## src/core/gfci_selftest_pkg.sv

```systemverilog
// Purpose: Constants and types for the GFCI periodic self-test sequencer
// Assumes: 25 MHz system clock
// Notes: Long counts are overridable parameters in the top module
package gfci_selftest_pkg;
    localparam int unsigned CLK_HZ = 25000000;
    localparam int unsigned TICK_US = 1000;
    localparam int unsigned TICK_DIV = (CLK_HZ / 1000000) * TICK_US;
    localparam int unsigned FIRST_DELAY_MS = 1016;
    localparam int unsigned PERIOD_MIN = 90;
    localparam int unsigned PERIOD_MS = PERIOD_MIN * 60 * 1000;
    localparam int unsigned TEST_TIMEOUT_MS = 66;
    localparam int unsigned PHASE_TIMEOUT_MS = 60;
    localparam int unsigned ALARM_FREQ_MHZ = 3750;
    localparam int unsigned ALARM_HALF_MS = 500000 / ALARM_FREQ_MHZ;
    localparam int unsigned MS_W = 23;

    typedef enum logic [2:0] {
        ST_IDLE = 3'b000,
        ST_WAIT_POS = 3'b001,
        ST_POS = 3'b010,
        ST_FIRE = 3'b011,
        ST_EOL = 3'b100
    } seq_state_t;

    typedef struct packed {
        logic bias;
        logic fault_sim;
        logic alarm;
    } drive_t;
endpackage : gfci_selftest_pkg

```

## src/core/gfci_periodic_self_test_seq.sv

```systemverilog
// Purpose: Self-test sequencer for a GFCI controller companion
// Assumes: Inputs synchronous to mclk_i; rst_i is the power-on reset pulse
// Notes: One shared millisecond tick drives every timer
`timescale 1ns/1ps
`default_nettype none
module gfci_periodic_self_test_seq #(
    parameter int unsigned TICK_DIV = gfci_selftest_pkg::TICK_DIV,
    parameter int unsigned FIRST_MS = gfci_selftest_pkg::FIRST_DELAY_MS,
    parameter int unsigned PERIOD_MS = gfci_selftest_pkg::PERIOD_MS,
    parameter int unsigned TIMEOUT_MS = gfci_selftest_pkg::TEST_TIMEOUT_MS,
    parameter int unsigned PHASE_MS = gfci_selftest_pkg::PHASE_TIMEOUT_MS,
    parameter int unsigned ALARM_HALF_MS = gfci_selftest_pkg::ALARM_HALF_MS
) (
    input wire logic mclk_i,
    input wire logic rst_i,
    input wire logic phase_pos_i,
    input wire logic phase_near_end_i,
    input wire logic anode_sense_in,
    input wire logic anode_low_i,
    output logic bias_en_o,
    output logic fault_sim_o,
    output logic end_of_life_alarm_out,
    output logic test_active_o,
    output logic test_pass_o
);
    localparam int MW = gfci_selftest_pkg::MS_W;
    localparam logic [MW-1:0] FIRST_C = MW'(FIRST_MS - 1);
    localparam logic [MW-1:0] PERIOD_C = MW'(PERIOD_MS - 1);
    localparam logic [MW-1:0] TOUT_C = MW'(TIMEOUT_MS - 1);
    localparam logic [MW-1:0] PHASE_C = MW'(PHASE_MS - 1);
    localparam logic [MW-1:0] HALF_C = MW'(ALARM_HALF_MS - 1);

    gfci_selftest_pkg::seq_state_t state_r, state_nxt;
    gfci_selftest_pkg::drive_t drv_r, drv_nxt;
    logic [31:0] div_r;
    logic tick_r;
    logic [MW-1:0] wait_r, tout_r, phase_ms_r, alarm_ms_r;
    logic waiting_r, phase_ok_r, phase_done_r, cont_r, trig_r, phase_d_r;

    // Shared millisecond timebase
    wire div_end = (div_r == TICK_DIV - 1);
    always_ff @(posedge mclk_i or posedge rst_i) begin
        if (rst_i) begin
            div_r <= 32'h0;
            tick_r <= 1'b0;
        end else begin
            div_r <= div_end ? 32'h0 : div_r + 32'h1;
            tick_r <= div_end;
        end
    end

    wire phase_rise = phase_pos_i && !phase_d_r;
    wire phase_fall = !phase_pos_i && phase_d_r;
    wire in_test = (state_r == gfci_selftest_pkg::ST_WAIT_POS) || (state_r == gfci_selftest_pkg::ST_POS)
        || (state_r == gfci_selftest_pkg::ST_FIRE);
    wire cont_set = (state_r == gfci_selftest_pkg::ST_POS) && phase_pos_i && anode_sense_in;
    wire trig_set = (state_r == gfci_selftest_pkg::ST_FIRE) && anode_low_i;
    wire cycle_pass = (cont_r || cont_set) && trig_set;
    wire wait_done = waiting_r && tick_r && (wait_r == 0);
    wire tout_hit = in_test && tick_r && (tout_r == TOUT_C);
    wire phase_fail = !phase_done_r && !phase_ok_r && tick_r && (phase_ms_r == PHASE_C);
    // New cycle clears the last verdict
    wire test_start = (state_r == gfci_selftest_pkg::ST_IDLE) && wait_done;

    // Delay, periodic, timeout and phase timers
    always_ff @(posedge mclk_i or posedge rst_i) begin
        if (rst_i) begin
            wait_r <= FIRST_C;
            waiting_r <= 1'b1;
            tout_r <= '0;
            phase_ms_r <= '0;
            phase_ok_r <= 1'b0;
            phase_done_r <= 1'b0;
            phase_d_r <= 1'b0;
        end else begin
            phase_d_r <= phase_pos_i;
            if (phase_rise || phase_fall) begin
                phase_ok_r <= 1'b1;
            end
            if (tick_r && !phase_done_r) begin
                phase_ms_r <= phase_ms_r + MW'(1);
                if (phase_ms_r == PHASE_C) begin
                    phase_done_r <= 1'b1;
                end
            end
            if (cycle_pass) begin
                wait_r <= PERIOD_C;
                waiting_r <= 1'b1;
            end else if (wait_done) begin
                waiting_r <= 1'b0;
            end else if (waiting_r && tick_r) begin
                wait_r <= wait_r - MW'(1);
            end
            if (!in_test) begin
                tout_r <= '0;
            end else if (tick_r) begin
                tout_r <= tout_r + MW'(1);
            end
        end
    end

    // Sequencer
    always_comb begin
        state_nxt = state_r;
        drv_nxt = drv_r;
        case (state_r)
            gfci_selftest_pkg::ST_IDLE: begin
                drv_nxt = '0;
                if (wait_done) begin
                    state_nxt = gfci_selftest_pkg::ST_WAIT_POS;
                end
            end
            gfci_selftest_pkg::ST_WAIT_POS: begin
                if (phase_rise) begin
                    state_nxt = gfci_selftest_pkg::ST_POS;
                end
            end
            gfci_selftest_pkg::ST_POS: begin
                if (phase_near_end_i) begin
                    drv_nxt.bias = 1'b1;
                end
                if (phase_fall) begin
                    drv_nxt.fault_sim = 1'b1;
                    state_nxt = gfci_selftest_pkg::ST_FIRE;
                end
            end
            gfci_selftest_pkg::ST_FIRE: begin
                if (trig_set) begin
                    drv_nxt.bias = 1'b0;
                    drv_nxt.fault_sim = 1'b0;
                    state_nxt = cycle_pass ? gfci_selftest_pkg::ST_IDLE : gfci_selftest_pkg::ST_WAIT_POS;
                end else if (phase_rise) begin
                    drv_nxt.bias = 1'b0;
                    drv_nxt.fault_sim = 1'b0;
                    state_nxt = gfci_selftest_pkg::ST_POS;
                end
            end
            gfci_selftest_pkg::ST_EOL: begin
                drv_nxt.bias = 1'b0;
                drv_nxt.fault_sim = 1'b0;
                if (tick_r && alarm_ms_r == HALF_C) begin
                    drv_nxt.alarm = !drv_r.alarm;
                end
            end
            default: begin
                state_nxt = gfci_selftest_pkg::ST_IDLE;
                drv_nxt = '0;
            end
        endcase
        if (state_r != gfci_selftest_pkg::ST_EOL && (tout_hit || phase_fail)) begin
            state_nxt = gfci_selftest_pkg::ST_EOL;
            drv_nxt = '{bias: 1'b0, fault_sim: 1'b0, alarm: 1'b1};
        end
    end

    always_ff @(posedge mclk_i or posedge rst_i) begin
        if (rst_i) begin
            state_r <= gfci_selftest_pkg::ST_IDLE;
            drv_r <= '0;
            cont_r <= 1'b0;
            trig_r <= 1'b0;
            alarm_ms_r <= '0;
            test_pass_o <= 1'b0;
        end else begin
            state_r <= state_nxt;
            drv_r <= drv_nxt;
            if (!in_test) begin
                cont_r <= 1'b0;
                trig_r <= 1'b0;
            end else begin
                cont_r <= cont_r | cont_set;
                trig_r <= trig_r | trig_set;
            end
            if (state_r != gfci_selftest_pkg::ST_EOL) begin
                alarm_ms_r <= '0;
            end else if (tick_r) begin
                alarm_ms_r <= (alarm_ms_r == HALF_C) ? '0 : alarm_ms_r + MW'(1);
            end
            if (cycle_pass) begin
                test_pass_o <= 1'b1;
            end else if (test_start) begin
                test_pass_o <= 1'b0;
            end
        end
    end

    always_ff @(posedge mclk_i or posedge rst_i) begin
        if (rst_i) begin
            bias_en_o <= 1'b0;
            fault_sim_o <= 1'b0;
            end_of_life_alarm_out <= 1'b0;
            test_active_o <= 1'b0;
        end else begin
            bias_en_o <= drv_nxt.bias;
            fault_sim_o <= drv_nxt.fault_sim;
            end_of_life_alarm_out <= drv_nxt.alarm;
            test_active_o <= (state_nxt != gfci_selftest_pkg::ST_IDLE) && (state_nxt != gfci_selftest_pkg::ST_EOL);
        end
    end

    a_trig_drops_drive: assert property (@(posedge mclk_i) disable iff (rst_i)
        trig_set |=> !fault_sim_o && !bias_en_o) else $error("drive not released on trigger");
    a_fault_on_fall: assert property (@(posedge mclk_i) disable iff (rst_i)
        (state_r == gfci_selftest_pkg::ST_POS && phase_fall && !tout_hit && !phase_fail) |=> fault_sim_o)
        else $error("fault pulse missing at half cycle end");
    a_bias_near_end: assert property (@(posedge mclk_i) disable iff (rst_i)
        (state_r == gfci_selftest_pkg::ST_POS && phase_near_end_i && !tout_hit && !phase_fail) |=> bias_en_o)
        else $error("bias not enabled near end");
    a_end_of_life_alarm_out_high: assert property (@(posedge mclk_i) disable iff (rst_i)
        (state_r != gfci_selftest_pkg::ST_EOL && tout_hit) |=> end_of_life_alarm_out && state_r == gfci_selftest_pkg::ST_EOL)
        else $error("timeout did not latch end of life");
    a_phase_fail_eol: assert property (@(posedge mclk_i) disable iff (rst_i)
        (state_r != gfci_selftest_pkg::ST_EOL && phase_fail) |=> end_of_life_alarm_out)
        else $error("phase timeout did not alarm");
    a_eol_no_drive: assert property (@(posedge mclk_i) disable iff (rst_i)
        state_r == gfci_selftest_pkg::ST_EOL |-> !fault_sim_o && !bias_en_o) else $error("drive during end of life");
    a_pass_rearms: assert property (@(posedge mclk_i) disable iff (rst_i)
        cycle_pass |=> waiting_r && wait_r == PERIOD_C && test_pass_o) else $error("pass did not rearm period");
    a_first_start: assert property (@(posedge mclk_i) disable iff (rst_i)
        (state_r == gfci_selftest_pkg::ST_IDLE && wait_done && !phase_fail) |=> state_r == gfci_selftest_pkg::ST_WAIT_POS)
        else $error("test did not start after delay");
    a_pass_needs_both: assert property (@(posedge mclk_i) disable iff (rst_i)
        $rose(test_pass_o) |-> $past(trig_set) && $past(cont_r || cont_set)) else $error("pass without both checks");
endmodule : gfci_periodic_self_test_seq
`default_nettype wire

```

## config.mk

```make
export PLATFORM = sky130hd
export DESIGN_NAME = gfci_periodic_self_test_seq
export DESIGN_NICKNAME = d
export VERILOG_FILES = /design/src/core/gfci_selftest_pkg.sv /design/src/core/gfci_periodic_self_test_seq.sv
export SDC_FILE = /design/constraint.sdc
export NUM_CORES = 1
export LEC_CHECK = 0
export ABC_AREA = 1
export BUFFER_PORTS_ARGS = -buffer_cell sky130_fd_sc_hd__buf_2
export CAP_MARGIN = 25
export CORE_ASPECT_RATIO = 0.75
export CORE_UTILIZATION = 62
export DETAILED_ROUTE_END_ITERATION = 8
export PLACE_DENSITY = 0.75
export SETUP_SLACK_MARGIN = 0.1
export SYNTH_ARGS = -nofsm -noshare
export SYNTH_HDL_FRONTEND = slang
export SYNTH_SLANG_ARGS = --single-unit
```

## constraint.sdc

```tcl
create_clock -name mclk_i -period 6.34 [get_ports mclk_i]
set_clock_uncertainty 0.15 [all_clocks]
set_input_delay 1.902 -clock mclk_i [delete_from_list [all_inputs] [get_ports mclk_i]]
set_output_delay 1.902 -clock mclk_i [all_outputs]
set_load 0.05 [all_outputs]
```

Word-level counts from Yosys, hierarchy flattened:

Index checks and enable logic that the tools add are counted.

* bits in registers: 138
* output and inout port bits: 5
* logic and storage cells: 111

* add/subtract/negate cells: 5
* eq/ne operators: 18
* multiplexer cells: 29
* bitwise logic cells: 1
* reduce and logical (&&, ||, !) cells: 41

Operators by type and width (count)
* 2-to-1 mux 23 bit: 8
* adder 23 x 1 -> 23 bit, second input constant: 3
* adder 32 x 1 -> 32 bit, second input constant: 1
* equality test 32 x 15 -> 1 bit, second input constant: 1
* 2-to-1 mux 32 bit: 1
* equality test 23 x 6 -> 1 bit, second input constant: 1
* equality test 23 x 7 -> 1 bit, second input constant: 1
* equality test 23 x 8 -> 1 bit, second input constant: 1
* zero test 23 bit: 1
* subtractor 23 x 1 -> 23 bit, second input constant: 1
* logical AND 1 bit: 18
* 2-to-1 mux 3 bit: 6
* one-hot mux 3 bit (5 select lines): 1
* 2-to-1 mux 1 bit: 9
* inequality test 3 bit, second input constant: 3
* nonzero test 2 bit: 4
* equality test 3 x 2 -> 1 bit, second input constant: 2
* inequality test 3 x 2 -> 1 bit, second input constant: 2
* one-hot mux 2 bit (3 select lines): 1
* AND reduction 2 bit: 3
* AND reduction 3 bit: 2
* zero test 1 bit: 5
* logical OR 1 bit: 5
* 2-to-1 mux 2 bit: 2
* 10 further kinds: 12

Longest topological paths before layout:

Gate-level depths: netlist (run 1).

* depth in word-level cells: 11
* depth in mapped cells: 13

Least setup slack after synthesis (run 1):

Ideal clock, no wire load.

* kind: input -> register
* from: in anode_sense_in
* to: reg wait_r[13]
* setup time: 0.123 ns
* arrival time: 2.682 ns
* required time: 6.067 ns
* setup slack: 3.385 ns
* stages on the path: 7
* cells stage by stage: nand2_1 > nor2_1 > o21ai_2 > nand2_4 > buf_6 > o21ai_0 > nand2_1

* cells in the longest elaborated chain, start to end: 5
* elaborated cells on any way between the ends: 7
* classes of those cells: eq/ne (1); mux (1); reduce/logical (5)

Ends and longest elaborated chain
* start, declared: RTL line gfci_periodic_self_test_seq.sv:18 `input wire logic anode_sense_in,`
* logical AND 1 bit (*): RTL line gfci_periodic_self_test_seq.sv:56 `wire cont_set = (state_r == gfci_selftest_pkg::ST_POS) && phase_pos_i && anode_sense_in;`
* logical OR 1 bit (*): RTL line gfci_periodic_self_test_seq.sv:58 `wire cycle_pass = (cont_r || cont_set) && trig_set;`
* logical AND 1 bit (*): RTL line gfci_periodic_self_test_seq.sv:58
* inequality test 2 bit (no line) / nonzero test 2 bit (equally long branches)
* AND reduction 2 bit (no line)
* end signal, assigned: RTL line gfci_periodic_self_test_seq.sv:92 `wait_r <= wait_r - MW'(1);`
* end, declared: RTL line gfci_periodic_self_test_seq.sv:37 `logic [MW-1:0] wait_r, tout_r, phase_ms_r, alarm_ms_r;`

Mark *: on every way between the ends. The rest lies on a longest branch, timed or not.
A chain may end at the register's enable or synchronous reset.

Worst setup path in the final report (run 1):

* from: in phase_pos_i
* to: reg wait_r[21]

* cells in the longest elaborated chain, start to end: 6
* elaborated cells on any way between the ends: 8
* classes of those cells: eq/ne (1); mux (1); reduce/logical (6)

Ends and longest elaborated chain
* start, declared: RTL line gfci_periodic_self_test_seq.sv:16 `input wire logic phase_pos_i,`
* logical AND 1 bit (*) (2 in a row): RTL line gfci_periodic_self_test_seq.sv:56
* logical OR 1 bit (*): RTL line gfci_periodic_self_test_seq.sv:58
* logical AND 1 bit (*): RTL line gfci_periodic_self_test_seq.sv:58
* inequality test 2 bit (no line) / nonzero test 2 bit (equally long branches)
* AND reduction 2 bit (no line)

Marks and branches as above.

==> impl_results.md, run 1 <==
- Sw frac: 26.2%
- CTS buffer count: 17
- Rel. slew slack: 42.1%
- Post CTS Setup Buffer Count: 0
- Mean post-synth cell area: 7.38 um^2
- Setup TNS: 0 ps
- Max-cap violations: 0
- Crit path launch: phase_pos_i
- Clock Latency Late Sink: 430 ps
- Run status: completed
- CTS tree: yes
- Initial Util: 63.6%
- Top cells by count, synth: nand2_1 (230), inv_1 (165), nor2_1 (161)
- IO Count: 11
- CP Capture Type: flip-flop
- Area growth, synth to finish: 10.4%
- Site row count: 36
- Vias in the first global route: 6509
- First-pass GRT wire length: 32000 um
- HP Start: phase_ok_r
- Hold Crit Depth: 2
- Post-Syn Area: 8250 um^2
- CTS Sinks: 138
- GR Overflow Total: 0
- Flop2flop setup slack: 3830 ps
- Die Span Y: 102 um
- Die ar.: 13800 um^2
- Worst Path Required: 6530 ps
- Post-CTS Hold Fix Bufs: 0
- Max Slew Vio Count: 0
- Main flop type after synthesis: dfrtp_1
- Yosys reg bits: 138
- Async SR Flop Fraction: 100%
- Max Used Layer: met4
- Gpl congestion: 0.960
- VDD IR-drop max: 0.240 mV
- Period utilization: 51.2%
- Launching point of the worst reg2reg path: state_r[1]
- Core Area: 13000 um^2
- CTS root buf: clkbuf_16
- Hold Violations, Final: 0
- Final min period: 3240 ps
- Mapped Cells: 1119
- Total routed wirelength: 18900 um
- # resized after CTS: 0
- Reg area: 3470 um^2
- H-tree Lvls: 4
- Vias per cell: 5.53
- Power density over cell area: 240 nW/um^2
- Final setup violation count: 0
- Post-synthesis sequential area ratio: 42.0%
- Mapped Nets: 1135
- Clk pwr share: 47.0%
- Die width: 135 um
- CP max FO: 18
- FMAX: 0.308 GHz
- Hold slack: 328 ps
- DR pass1 iterations: 5
- Pin count of the biggest net entering global routing: 115
- WL met3: 1210 um
- I/O Buffers: 10
- Post-synth EDFFs: 0
- Min-Delay Path Class: reg2reg
- ANT nets after route: 0
- Worst R2R Path Depth: 10
- Initial DRC count: 761
- Yosys warns: 0
- Detailed Place HPWL: 13700 um
- Leakage: 4.34 nW
- Critical path class: in2reg
- Area of the multi-input gates: 4090 um^2
- Metal2 WL: 7780 um
- Top-area cell type share of the netlist area: 38.8%
- Internal: 1.62 mW
- Mean routed wirelength per cell: 14.3 um
- Via count: 7312
- Clock Path Buffers: 2
- RSZ-0062 raised after global routing: no
- Ant diodes: 0
- Initial antenna violation count: 0
- Leading area contributor after synthesis: dfrtp_1
- Combinational share of power: 10.2%
- M1 wire length: 9630 um
- Capturing point of the worst reg2reg path: alarm_ms_r[15]
- Proportion of layout cells with a drive suffix above 1: 8.42%
- Synth area leaders: dfrtp_1 (39%), nand2_1 (10%), inv_1 (7.5%)
- Worst-Margin Slew: 868 ps
- FILL cells: 1090
- Tot GR Track Use: 29.6%
- Worst Hold End: phase_ok_r
- Net Switching: 0.575 mW
- Distinct cells, synth: 42
- Worst-path clk slew: 60 ps
- Reg power frac: 42.8%
- Startpoint type of the worst setup path: input port
- # DRC: 0
- Nets: 1155
- Worst Path Arrival: 3430 ps
- Most common cell in the netlist: nand2_1
## worst max-delay path, cell delays in order
cell and delay (ps):
buf_2 120, nand2_1 60, nor2_1 60, o21ai_2 680
nand2_4 260, inv_1 200, nand2_1 80, o31ai_1 70
## layer usage
metal	global-route usage (%)	up-vias
met5	0	-
met4	10.5	0
met3	4.61	22
met2	40.7	200
met1	46.8	3419
li1	-	3671
## state kept, by name, indices dropped and copies added (netlist names), 3 cells and up
register,flops
div_r,32
alarm_ms_r,23
phase_ms_r,23
tout_r,23
wait_r,23
state_r,3
## power by group through the flow
stage               clock network (mW)  logic, mW  registers (mW)
CTS                               1.04      0.220           0.937
global route                      1.08      0.252           0.940
detailed placement                   0      0.220           0.952
global placement                     0      0.215           0.952
floorplan                            0      0.140           0.967
finish                            1.03      0.224           0.938
## worst max path at each step
| stage | to | slack (ps) | depth (start not counted) |
|---|---|---|---|
| 3_5_place_dp | wait_r[21] | 2680 | 8 |
| 6_report | wait_r[21] | 3100 | 8 |
| 5_1_grt | wait_r[15] | 2960 | 9 |
| 4_1_cts | wait_r[21] | 3120 | 8 |
| 2_1_floorplan | alarm_ms_r[0] | 610 | 1 |
| 3_3_place_gp | wait_r[16] | 2720 | 8 |
## logic make-up (layout without fill, tap and decap cells)
family | after synthesis | count (layout) | share of synthesized area [%]
xor+xnor | 59 | 59 | 6.26
flops | 138 | 138 | 42.0
compound gates | 82 | 82 | 5.37
fa+ha+maj | 10 | 10 | 1.52
buf+inv | 181 | 214 | 8.46
simple gates | 649 | 649 | 36.4
## area by class of cell
cell class	count	area share, %
sequential	138	38.0
inverter	169	7.01
tap	171	2.35
clock buffer	22	5.20
clock inverter	10	1.54
multi-input combinational	800	44.9
timing repair buffer	13	1.02
## through the flow
stage / std cells / total power, mW / setup slack (ps) / cell area [um^2] / utilization, %
6_report: 1323 / 2.19 / 3100 / 9120 / 70.3
5_1_grt: 1323 / 2.27 / 2960 / 9120 / 70.3
2_1_floorplan: 1119 / 1.11 / 608 / 8250 / -
3_3_place_gp: 1290 / 1.17 / 2720 / 8470 / 65.3
4_1_cts: 1322 / 2.19 / 3120 / 9090 / 70.1
3_5_place_dp: 1290 / 1.17 / 2680 / 8470 / 65.3
## cells in the final DEF (no fill, tap or decap), types with 2 or more instances in the layout
master	instances
nand2_1	230
inv_1	164
nor2_1	161
dfrtp_1	128
nand3_1	100
nor3_1	52
xor2_1	48
nand4_1	46
o21ai_0	39
a21oi_1	23
clkbuf_16	17
xnor2_1	11
nand2_2	10
nor4_1	10
ha_1	10
buf_2	10
dfstp_2	10
nor2_2	9
o21ai_1	8
nor3b_1	5
nand3b_1	5
nor2_4	5
inv_2	4
nand2_4	3
nor3_2	3
bufinv_16	3
clkinvlp_4	3
clkbuf_8	3
o21a_1	2
o21ai_2	2
o31ai_1	2
nand3_2	2
nor4_2	2
inv_6	2
a211oi_1	2
clkbuf_1	2
clkinv_2	2
buf_4	2
(Power assumes the default switching activity.)
==> run 2: changes to the inputs <==
clock period = 3.25 ns   (was 6.34 ns; I/O delays follow)
==> run 2 against run 1 <==
  * Register-to-register slack worse by 2800 ps
  * Combinational power grew 100%
  * Total power increased by 100%
  * Cell count grew 0.30%
  * Largest cell class unchanged
==> impl_results.md, run 2 (synthesis results as in run 1) <==
- Run status: completed
- Internal: 3.29 mW (+100%)
- IO Count: 11 (unchanged)
- Hold Violations, Final: 0 (unchanged)
- Final min period: 2240 ps
- Pin count of the biggest net entering global routing: 57 (-50%)
- RSZ-0062 raised after global routing: no
- GR Overflow Total: 0 (unchanged)
- Setup TNS: 0 ps (unchanged)
- I/O Buffers: 10 (unchanged)
- Total routed wirelength: 19300 um (+2.0%)
- Sw frac: 25.6% (-0.68 points)
- Proportion of layout cells with a drive suffix above 1: 8.82% (+0.40 points)
- Leakage: 4.37 nW (+0.81%)
- Crit. path cell count: 1 (-7)
- Worst R2R Path Depth: 8 (-2)
- First-pass GRT wire length: 32200 um (+0.80%)
- Clk pwr share: 48.6% (+1.6 points)
- FILL cells: 1099 (+0.83%)
- Crit-path max cell delay: 400 ps (-280 ps)
- Final Power: 4.42 mW (+100%)
- Crit path max-delay family: flip-flops
- Gpl congestion: 0.936 (-2.5%)
- Reg power frac: 41.3% (-1.5 points)
- Setup ws final: 1010 ps (-2080 ps)
- Crit path launch: bias_en_o
- Via count: 7334 (+0.30%)
- Combinational share of power: 10.1% (about the same)
- Worst path buffer plus inverter count: 1 (-1)
- Die Span Y: 102 um (unchanged)
- Max reg flops: 32 (unchanged)
- CP Capture Type: primary output
- Vias in the first global route: 6478 (-0.48%)
- DR pass1 iterations: 8 (+3)
- CTS root buf: clkbuf_16
- Startpoint type of the worst setup path: flip-flop
- Hold slack: 337 ps (+8.99 ps)
- Slowest CP cell: dfrtp_1
- Worst path cell trace: buf_2
- Placed Cells: 1295 (+0.39%)
- Flop2flop setup slack: 1050 ps (-2780 ps)
- Worst Path Required: 2120 ps (-4410 ps)
- Post CTS Setup Buffer Count: 0 (unchanged)
- Clock Path Buffers: 2 (unchanged)
- Ant diodes: 0 (unchanged)
- Capturing point of the worst reg2reg path: phase_ms_r[16]
- Area of the multi-input gates: 4090 um^2 (unchanged)
- Detailed Place HPWL: 13800 um (+0.77%)
- CP Capture Point: bias_en_o
- FMAX: 0.447 GHz
- Nets: 1159 (+0.35%)
- Max Slew Vio Count: 0 (unchanged)
- CTS buffer count: 17 (unchanged)
- Top reg by flops: div_r
- Core Area: 13000 um^2 (unchanged)
- VDD IR-drop max: 0.409 mV (+70%)
- Area growth, synth to finish: 11.3%
- Vias per cell: 5.53 (about the same)
- Max-cap violations: 0 (unchanged)
- CP max FO: 2 (-16)
- Post-CTS Hold Fix Bufs: 0 (unchanged)
- Rel. slew slack: 51.9% (+9.8 points)
- Launching point of the worst reg2reg path: tick_r
- Power density over cell area: 482 nW/um^2 (+100%)
- Cell Count, Final, Fillers Out: 1327 (+0.30%)
- Commonest non-fill, non-tap cell in the layout: nand2_1
- # resized after CTS: 0 (unchanged)
- Most frequent cells in the layout: nand2_1 (230), inv_1 (164), nor2_1 (161), dfrtp_1 (128), nand3_1 (100)
- Worst-Margin Slew: 722 ps (-146 ps)
- Period utilization: 68.8%
- Die width: 135 um (unchanged)
- Reg area: 3470 um^2 (unchanged)
- Min-Delay Path Class: reg2reg
- CTS Sinks: 138 (unchanged)
- Clock Latency Late Sink: 430 ps (about the same)
- Place WS: 899 ps (-1780 ps)
- Die ar.: 13800 um^2 (unchanged)
- CTS tree: yes
- ANT nets after route: 0 (unchanged)
- Initial Util: 63.6% (unchanged)
- Worst Path Arrival: 1110 ps (-2320 ps)
- Site row count: 36 (unchanged)
- Critical path class: reg2out
- H-tree Lvls: 4 (unchanged)
- Worst-path clk slew: 60 ps (about the same)
- Tot GR Track Use: 30.0% (+0.31 points)
- # DRC: 0 (unchanged)
- Final setup violation count: 0 (unchanged)
- Net Switching: 1.13 mW (+97%)
- Initial antenna violation count: 0 (unchanged)
- Initial DRC count: 862 (+13%)
- Mean routed wirelength per cell: 14.5 um (+1.7%)
-- run 2: changes by cell type in the layout (fill, tap and decap cells not counted), sizes merged --
cell	delta
inv	-2
bufinv	+2
clkinv	+1
buf	+4
clkinvlp	+1
clkbuf	-2
-- run 2: worst min path at each step --
stage / from / slack, ps / cells after the start / to
after global placement: phase_ok_r / 310 / 2 / phase_ok_r
after global routing: wait_r[8] / 370 / 2 / wait_r[8]
after floorplan: phase_ok_r / 300 / 2 / phase_ok_r
after CTS: waiting_r / 340 / 2 / waiting_r
after detailed placement: waiting_r / 330 / 2 / waiting_r
final: waiting_r / 340 / 2 / waiting_r
-- run 2: metal layers --
layer  routed length [um]  up-vias  global-route usage (%)  part of all wire (%)
met1                 9560     3364                    46.9                    50
met3                 1380       23                    4.71                   7.2
met2                 8070      293                    42.2                    42
li1                     -     3654                       -                     -
met4                  253        0                    9.25                   1.3
met5                    0        -                       0                     0
-- run 2: area by class of cell --
cell class                      count  share of cell area (%)
Clock buffer                       20                    4.97
Clock inverter                     12                    2.14
Inverter                          169                    6.94
Multi-Input combinational cell    800                    44.5
Sequential cell                   138                    37.7
Tap cell                          171                    2.33
Timing Repair Buffer               17                    1.39
-- run 2: power by group through the flow --
| stage | clock (mW) | combinational, mW | sequential [mW] |
|---|---|---|---|
| 2_1_floorplan | 0 | 0.273 | 1.89 |
| 6_report | 2.15 | 0.449 | 1.83 |
| 3_5_place_dp | 0 | 0.441 | 1.85 |
| 5_1_grt | 2.24 | 0.500 | 1.83 |
| 4_1_cts | 2.16 | 0.447 | 1.83 |
| 3_3_place_gp | 0 | 0.440 | 1.85 |
-- run 2: metrics by stage --
step | cell area [um^2] | util [%]
floorplan | 8260 | -
global placement | 8540 | 65.8
detailed placement | 8540 | 65.8
CTS | 9190 | 70.8
global route | 9190 | 70.8
finish | 9190 | 70.8
